[src/include/cpp_defines.svh]
// Constants for the coprocessor acknowledge-stretch glue.
// Assumes one system clock; every time is kept in picoseconds.
`ifndef CPP_DEFINES_SVH
`define CPP_DEFINES_SVH

// ----------------------------------------------------------------
// Clock and timing
// ----------------------------------------------------------------
`define CPP_CLK_PERIOD_PS 40000
`define CPP_ACK_MIN_PS 60000
`define CPP_HOST_ACK_MIN_PS 45500
`define CPP_ACK_MIN_CYC ((`CPP_ACK_MIN_PS + `CPP_CLK_PERIOD_PS - 1) / `CPP_CLK_PERIOD_PS)

// ----------------------------------------------------------------
// Coprocessor clock divider
// ----------------------------------------------------------------
`define CPP_SRC_FREQ_MHZ 30
`define CPP_COP_FREQ_MHZ 10
`define CPP_DIV_RATIO (`CPP_SRC_FREQ_MHZ / `CPP_COP_FREQ_MHZ)
`define CPP_DIV_HIGH_CYC 1
`define CPP_DIV_W 2
`define CPP_CNT_W 3

// ----------------------------------------------------------------
// Reset value and mode-pin level
// ----------------------------------------------------------------
`define CPP_FLOP_RESET 1'b1
`define CPP_CLOCK_MODE_LEVEL 1'b1

`endif

[src/include/cpp_pkg.sv]
// Types for the coprocessor acknowledge-stretch glue.
// Assumes cpp_defines.svh is on the include path.
`include "cpp_defines.svh"

package cpp_pkg;

  // ----------------------------------------------------------------
  // Signal groups
  // ----------------------------------------------------------------
  typedef struct packed {
    logic ack_n;
    logic phase2_start;
  } cpp_host_in_t;

  typedef struct packed {
    logic busy_n;
    logic error_n;
    logic operand_xfer_request;
  } cpp_cop_status_t;

  // ----------------------------------------------------------------
  // Stretch state machine
  // ----------------------------------------------------------------
  typedef enum logic [2:0] {
    CPP_IDLE    = 3'h1,
    CPP_ARMED   = 3'h2,
    CPP_STRETCH = 3'h4
  } cpp_ack_state_t;

  typedef struct packed {
    cpp_ack_state_t st;
    logic flop;
    logic [`CPP_CNT_W-1:0] held;
  } cpp_stretch_t;

  typedef struct packed {
    logic [`CPP_DIV_W-1:0] phase;
    logic clk_out;
  } cpp_div_t;

endpackage

[src/hdl/cpp_clk_div3.sv]
// Divide-by-three clock generator for the coprocessor.
// Assumes src_tick pulses once per source-clock period.
`include "cpp_defines.svh"

module cpp_clk_div3
  import cpp_pkg::*;
(
  input wire logic clk_sys,
  input wire logic nrst,
  input wire logic src_tick,
  output logic coproc_clk
);

  cpp_div_t state_q;
  cpp_div_t state_d;

  // ----------------------------------------------------------------
  // Next state
  // ----------------------------------------------------------------
  always_comb
  begin
    state_d = state_q;
    if (src_tick)
    begin
      if (state_q.phase == `CPP_DIV_W'(`CPP_DIV_RATIO - 1))
      begin
        state_d.phase = '0;
      end
      else
      begin
        state_d.phase = state_q.phase + `CPP_DIV_W'(1);
      end
      // High one source period of three: one-third duty
      state_d.clk_out = (state_d.phase < `CPP_DIV_W'(`CPP_DIV_HIGH_CYC));
    end
  end

  always_ff @(posedge clk_sys or negedge nrst)
  begin
    if (!nrst)
    begin
      state_q <= '0;
    end
    else
    begin
      state_q <= state_d;
    end
  end

  assign coproc_clk = state_q.clk_out;

endmodule

[src/hdl/cpp_ack_glue.sv]
// Glue between a host processor and a slower numeric coprocessor.
// Assumes all pins are synchronous to clk_sys; host clock falling
// edges that open phase 2 arrive as one-cycle strobes.
`include "cpp_defines.svh"

// Operation
// - Reset presets stretch flop, output high.
// - Stretched ack is host ack AND flop.
// - Phase-2 edge of send state captures low.
// - Phase-2 edge of first command captures high.
// - Stretched ack meets coprocessor minimum width, except a one-cycle host pulse: split if it ends before phase 2, short if it ends at the phase-2 edge.
// - Coprocessor clock: thirty divided by three.
// - Busy and error pass straight through.
// - Transfer request passes straight through.
module cpp_ack_glue
  import cpp_pkg::*;
(
  input wire logic clk_sys,
  input wire logic nrst,
  input wire logic host_operand_ack_n,
  input wire logic host_phase2_start,
  input wire logic ext_freq_tick,
  input wire logic coproc_busy_n,
  input wire logic coproc_error_n,
  input wire logic operand_xfer_request,
  output logic stretched_operand_ack_n,
  output logic host_busy_n,
  output logic host_error_n,
  output logic host_operand_xfer_request,
  output logic coproc_clk,
  output logic coproc_clock_mode_select
);

  // ----------------------------------------------------------------
  // Helpers
  // ----------------------------------------------------------------
  localparam logic [`CPP_CNT_W-1:0] ACK_MIN = `CPP_CNT_W'(`CPP_ACK_MIN_CYC);

  // Width already served once the gate has been low this long
  function automatic logic width_met(input logic [`CPP_CNT_W-1:0] held);
    width_met = (held >= ACK_MIN);
  endfunction

  function automatic logic [`CPP_CNT_W-1:0] held_inc(input logic [`CPP_CNT_W-1:0] held);
    if (held == {`CPP_CNT_W{1'b1}})
    begin
      held_inc = held;
    end
    else
    begin
      held_inc = held + `CPP_CNT_W'(1);
    end
  endfunction

  cpp_host_in_t host_in;
  cpp_cop_status_t cop_in;
  cpp_stretch_t state_q;
  cpp_stretch_t state_d;
  logic gate_low;

  assign host_in.ack_n = host_operand_ack_n;
  assign host_in.phase2_start = host_phase2_start;
  assign cop_in.busy_n = coproc_busy_n;
  assign cop_in.error_n = coproc_error_n;
  assign cop_in.operand_xfer_request = operand_xfer_request;

  // ----------------------------------------------------------------
  // Stretched acknowledge gate
  // ----------------------------------------------------------------
  // Pure gate: host edge reaches the coprocessor with no clock delay
  assign gate_low = ~(host_in.ack_n & state_q.flop);
  assign stretched_operand_ack_n = host_in.ack_n & state_q.flop;

  // ----------------------------------------------------------------
  // Phase-2 edge decode
  // ----------------------------------------------------------------
  logic min_served;
  logic capture_low;
  logic capture_high;

  // Count-based guard: the host pulse alone may fall short
  assign min_served = width_met(state_q.held);
  // Low at the edge keeps the gate closed one more host period
  assign capture_low = host_in.phase2_start & ~host_in.ack_n;
  // High at the edge opens it, but never before the minimum
  assign capture_high = host_in.phase2_start & host_in.ack_n & min_served;

  // ----------------------------------------------------------------
  // Stretch flop and sequencing
  // ----------------------------------------------------------------
  always_comb
  begin
    state_d = state_q;
    if (gate_low)
    begin
      state_d.held = held_inc(state_q.held);
    end
    else
    begin
      state_d.held = '0;
    end
    unique case (state_q.st)
      CPP_IDLE:
      begin
        state_d.flop = `CPP_FLOP_RESET;
        if (!host_in.ack_n)
        begin
          state_d.st = CPP_ARMED;
        end
        // Acknowledge low already at the phase-2 edge
        if (capture_low)
        begin
          state_d.flop = 1'b0;
          state_d.st = CPP_STRETCH;
        end
      end
      CPP_ARMED:
      begin
        if (host_in.phase2_start)
        begin
          state_d.flop = host_in.ack_n;
          state_d.st = host_in.ack_n ? CPP_IDLE : CPP_STRETCH;
        end
        else if (host_in.ack_n)
        begin
          // Host pulse ended before any phase-2 edge: too short
          // to stretch by the flop, so hold the gate by count.
          // Limitation: the gate opens for one cycle before the
          // flop closes it again, so such a pulse arrives split;
          // a host that keeps its ack across phase 2 never sees this.
          if (!min_served)
          begin
            state_d.flop = 1'b0;
            state_d.st = CPP_STRETCH;
          end
          else
          begin
            state_d.st = CPP_IDLE;
          end
        end
      end
      CPP_STRETCH:
      begin
        // Release only on a phase-2 edge with the host ack high,
        // and never before the coprocessor minimum width
        if (capture_high)
        begin
          state_d.flop = 1'b1;
          state_d.st = CPP_IDLE;
        end
        else if (host_in.phase2_start)
        begin
          state_d.flop = host_in.ack_n & min_served;
        end
        if (!state_d.flop)
        begin
          state_d.st = CPP_STRETCH;
        end
        else
        begin
          state_d.st = CPP_IDLE;
        end
      end
      default:
      begin
        state_d.st = CPP_IDLE;
        state_d.flop = `CPP_FLOP_RESET;
      end
    endcase
  end

  // Preset, so the gate follows the host ack straight out of reset
  always_ff @(posedge clk_sys or negedge nrst)
  begin
    if (!nrst)
    begin
      state_q.st <= CPP_IDLE;
      state_q.flop <= `CPP_FLOP_RESET;
      state_q.held <= '0;
    end
    else
    begin
      state_q <= state_d;
    end
  end

  // ----------------------------------------------------------------
  // Status and request paths
  // ----------------------------------------------------------------
  // Slow-to-fast direction already meets timing, so no retiming
  localparam int PASS_W = $bits(cpp_cop_status_t);

  logic [PASS_W-1:0] pass_in;
  logic [PASS_W-1:0] pass_out;
  cpp_cop_status_t pass_view;

  assign pass_in = cop_in;

  // One bare wire per line: no gate, no flop, no added delay
  for (genvar g = 0; g < PASS_W; g++)
  begin : g_pass
    assign pass_out[g] = pass_in[g];
  end

  assign pass_view = pass_out;
  assign host_busy_n = pass_view.busy_n;
  assign host_error_n = pass_view.error_n;
  assign host_operand_xfer_request = pass_view.operand_xfer_request;

  // ----------------------------------------------------------------
  // Coprocessor clock
  // ----------------------------------------------------------------
  cpp_clk_div3 u_div
  (
    .clk_sys(clk_sys),
    .nrst(nrst),
    .src_tick(ext_freq_tick),
    .coproc_clk(coproc_clk)
  );

  // Dedicated clock driver in use, so the mode pin stays high
  assign coproc_clock_mode_select = `CPP_CLOCK_MODE_LEVEL;

endmodule

[config.mk]
export PLATFORM = sky130hd
export DESIGN_NAME = cpp_ack_glue
export DESIGN_NICKNAME = d
export VERILOG_FILES = /design/src/include/cpp_pkg.sv /design/src/hdl/cpp_clk_div3.sv /design/src/hdl/cpp_ack_glue.sv
export VERILOG_INCLUDE_DIRS = /design/src /design/src/include
export SDC_FILE = /design/constraint.sdc
export NUM_CORES = 1
export LEC_CHECK = 0
export BUFFER_PORTS_ARGS = -buffer_cell sky130_fd_sc_hd__buf_4
export CORE_UTILIZATION = 46
export DETAILED_ROUTE_END_ITERATION = 10
export HOLD_SLACK_MARGIN = 0.08
export MAX_ROUTING_LAYER = met4
export PLACE_DENSITY_LB_ADDON = 0.3
export SYNTH_ARGS = -nofsm -noshare
export SYNTH_HDL_FRONTEND = slang
export SYNTH_SLANG_ARGS = --single-unit
[constraint.sdc]
create_clock -name clk_sys -period 1.7 [get_ports clk_sys]
set_clock_uncertainty 0.15 [all_clocks]
set_input_delay 0 -clock clk_sys [delete_from_list [all_inputs] [get_ports clk_sys]]
set_output_delay 0 -clock clk_sys [all_outputs]
set_load 0.01 [all_outputs]
==> run_results.csv <==
group,metric,value,unit
outcome,status,"completed",
clocking,root_buffer,"clkbuf_4",
synthesis,yosys_warnings,0,
place,placed_area,696.9,µm²
clocking,cts_buffer_depth,2,
synthesis,ys_types,36,
sta,drv_slew,0,
critical_path,start_kind,"flip-flop",
power,p_per_area,1328,nW/µm²
power,vdd_drop_max,0.9505,mV
final_layout,area_growth,27.01,%
sta,fin_crit_sh,95.36,%
clocking,htreeDepth,1,
final_layout,fin_area,829.5,µm²
critical_path,crit_fanout,3,
synthesis,ys_top_cells_by_area,"dfrtp_1, dfstp_2, ha_1",
floorplanning,core-area,1318,µm²
synthesis,synth.avg_cell_area,10.21,µm²
critical_path,arrival,1650,ps
synthesis,netlist_instances,64,
synthesis,synth.top_cell.area_share,30.65,%
synthesis,yosysSeqAreaShare,38.70,%
drt,wl_per_cell,13.57,µm
floorplanning,row_count,13,
drt,vias_per_cell,5.500,
floorplanning,die_area,1575,µm²
grt,antenna_found_initial,0,
grt,grt_max_degree,9,
floorplanning,io-pin-count,14,
synthesis,ys_ff_latch,10,
drt,drtAntennaViolNets,0,
drt,num_vias,528,
power,totalPowerFinal,1.102,mW
final_layout,final_cells,96,
clocking,cts_tree,"done",
final_layout,final_nets,94,
place,dp_hpwl,831.6,µm
clocking,clk_latency,260,ps
clocking,numCtsBuffers,3,
critical_path,cp.required,1730,ps
sta,rsz0062_at_grt,"true",
drt,firstDrtPassIters,4,
drt,wl,1.303,mm
sta,finalSetupViolCount,0,
drt,detail_route.iter0.violations,26,
floorplanning,start_util,49.57,%
clocking,clk_pin_slew,60,ps
sta,post-route-min-period,1621,ps
drt,drcViolationCount,0,
place,port_buffers,6,
grt,grt_pass1_wl,1.932,mm
grt,grt_use_total,19.71,%
sta,timing.fmax,616.9,MHz
sta,whs,346.3,ps
clocking,cts.sinks,10,
floorplanning,die_w,39.68,µm
critical_path,endpoint_kind,"flip-flop",
final_layout,drive_above_1_share,25.93,%
sta,fin_ws,78.88,ps
critical_path,worst-setup-path-type,"reg2reg",
final_layout,final_util,62.96,%
place,place.gp.congestion,0.8183,
sta,hold_viol_final,0,
hold_path,worst_hold_path_type,"reg2reg",
place,place_inst,82,
place,dp_slack,51.75,ps
synthesis,yosys.area.top_type,"dfrtp_1",
grt,first_global_vias,448,
sta,setup-tns-final,0,ps
grt,overflow,0,
synthesis,syn_nets,75,
power,cellLeakagePower,0.3729,nW
final_layout,antenna_cells,0,
synthesis,syn_area,653.1,µm²
job,maxCapViolCount,0,
floorplanning,die_h,39.68,µm
where the power goes:
part           leakage (nW)  internal (mW)  switching, mW
Combinational         0.236          0.277          0.215
Clock                0.0138         0.0813         0.0712
Sequential            0.123          0.354          0.104
critical path, cell delays in order, from the launching register on:
cell and delay (ps):
dfrtp_1 370, inv_1 50, ha_2 190, o311a_1 290
or3b_1 340, a31oi_1 160
cell families after synthesis:
family                     synth area share, %
muxes                                    6.513
adders and majority gates                5.748
and+or+nand+nor                          24.91
xor gates and xnor gates                 2.682
AOI/OAI and AO/OA                        13.79
other                                   0.5742
buffers and inverters                    7.087
DFF                                      38.70
cell usage in the layout (no fill, tap or decap):
cell type / netlist / routed
a211o_1: 1 / 1
a21oi_1: 1 / 1
a311o_1: 1 / 1
a311oi_1: 1 / 1
a31oi_1: 1 / 1
a32oi_1: 1 / 1
and2_1: 1 / 1
and2b_2: 2 / 2
buf_4: 4 / 9
clkbuf_4: 0 / 3
conb_1: 1 / 1
dfrtp_1: 8 / 8
dfstp_2: 2 / 2
dlygate4sd3_1: 0 / 10
ha_1: 3 / 2
ha_2: 0 / 1
inv_1: 3 / 3
mux2_2: 2 / 2
mux2i_1: 2 / 2
nand2_1: 2 / 2
nand2b_1: 1 / 1
nand3_1: 1 / 1
nor2_1: 6 / 6
nor2b_1: 2 / 2
nor3_1: 1 / 1
nor3b_2: 1 / 1
nor3b_4: 1 / 1
nor4_1: 1 / 1
nor4b_1: 1 / 1
o2111ai_1: 1 / 1
o21ai_0: 3 / 3
o311a_1: 1 / 1
o31a_1: 1 / 1
or2_1: 1 / 1
or3b_1: 2 / 2
or4b_1: 1 / 1
xnor2_1: 1 / 1
xor2_1: 1 / 1
Yosys cell counts:
| cell | instances |
|---|---|
| mux2_2 | 2 |
| a211o_1 | 1 |
| nor3b_2 | 1 |
| o21ai_0 | 3 |
| nor4b_1 | 1 |
| o2111ai_1 | 1 |
| ha_1 | 3 |
| or4b_1 | 1 |
| nor2_1 | 6 |
| a32oi_1 | 1 |
| or2_1 | 1 |
| and2_1 | 1 |
| xnor2_1 | 1 |
| dfrtp_1 | 8 |
| buf_4 | 4 |
| inv_1 | 3 |
| xor2_1 | 1 |
| and2b_2 | 2 |
| nand2b_1 | 1 |
| mux2i_1 | 2 |
| nand2_1 | 2 |
| buf_2 | 1 |
| a311o_1 | 1 |
| dfstp_2 | 2 |
| a31oi_1 | 1 |
| nor3_1 | 1 |
| o31a_1 | 1 |
| nand3_1 | 1 |
| nor3b_4 | 1 |
| a311oi_1 | 1 |
| nor4_1 | 1 |
| a21oi_1 | 1 |
| conb_1 | 1 |
| o311a_1 | 1 |
| nor2b_1 | 2 |
| or3b_1 | 2 |
layout make-up:
cell class,instances,area [µm²]
Fill cell,114,488.0
Multi-Input combinational cell,46,356.6
Sequential cell,10,252.7
Timing Repair Buffer,19,167.7
Clock buffer,3,22.52
Tap cell,15,18.77
Inverter,3,11.26
state kept, by name, indices dropped and copies added, names as in the netlist:
register	flops
state_q	7
u_div.state_q	2
u_div.coproc_clk	1
per-layer routing:
metal  part of all wire (%)  wire length [µm]  up-vias  track usage, %
li1                       -                 -      262               -
met1                     44               574      247           21.68
met2                     50               650       17           31.15
met3                    4.6                60        2           8.523
met4                    1.3                17        0           7.759
met5                      0                 0        -               -
final timing paths:
check	startpoint	to	slack [ps]	cells past startpoint
max in group asynchronous	nrst	state_q[1]$_DFFE_PN0P_	530	3
worst min-delay path	u_div.state_q[2]$_DFFE_PN0P_	u_div.state_q[2]$_DFFE_PN0P_	350	1
worst max register to register	state_q[0]$_DFFE_PN0P_	state_q[6]$_DFFE_PN0P_	80	5
worst min register to register	u_div.state_q[2]$_DFFE_PN0P_	u_div.state_q[2]$_DFFE_PN0P_	350	1
min in group asynchronous	nrst	u_div.state_q[2]$_DFFE_PN0P_	590	3
worst max-delay path	state_q[0]$_DFFE_PN0P_	state_q[6]$_DFFE_PN0P_	80	5
timing repair:
item                                    CTS  global route
buffers inserted                          0             1
endpoints found under the hold margin    23             0
endpoints found under the setup margin    0             2
hold buffers                             10             0
resized for setup                         0             1
No activity file was read; power rests on OpenSTA's default activity.
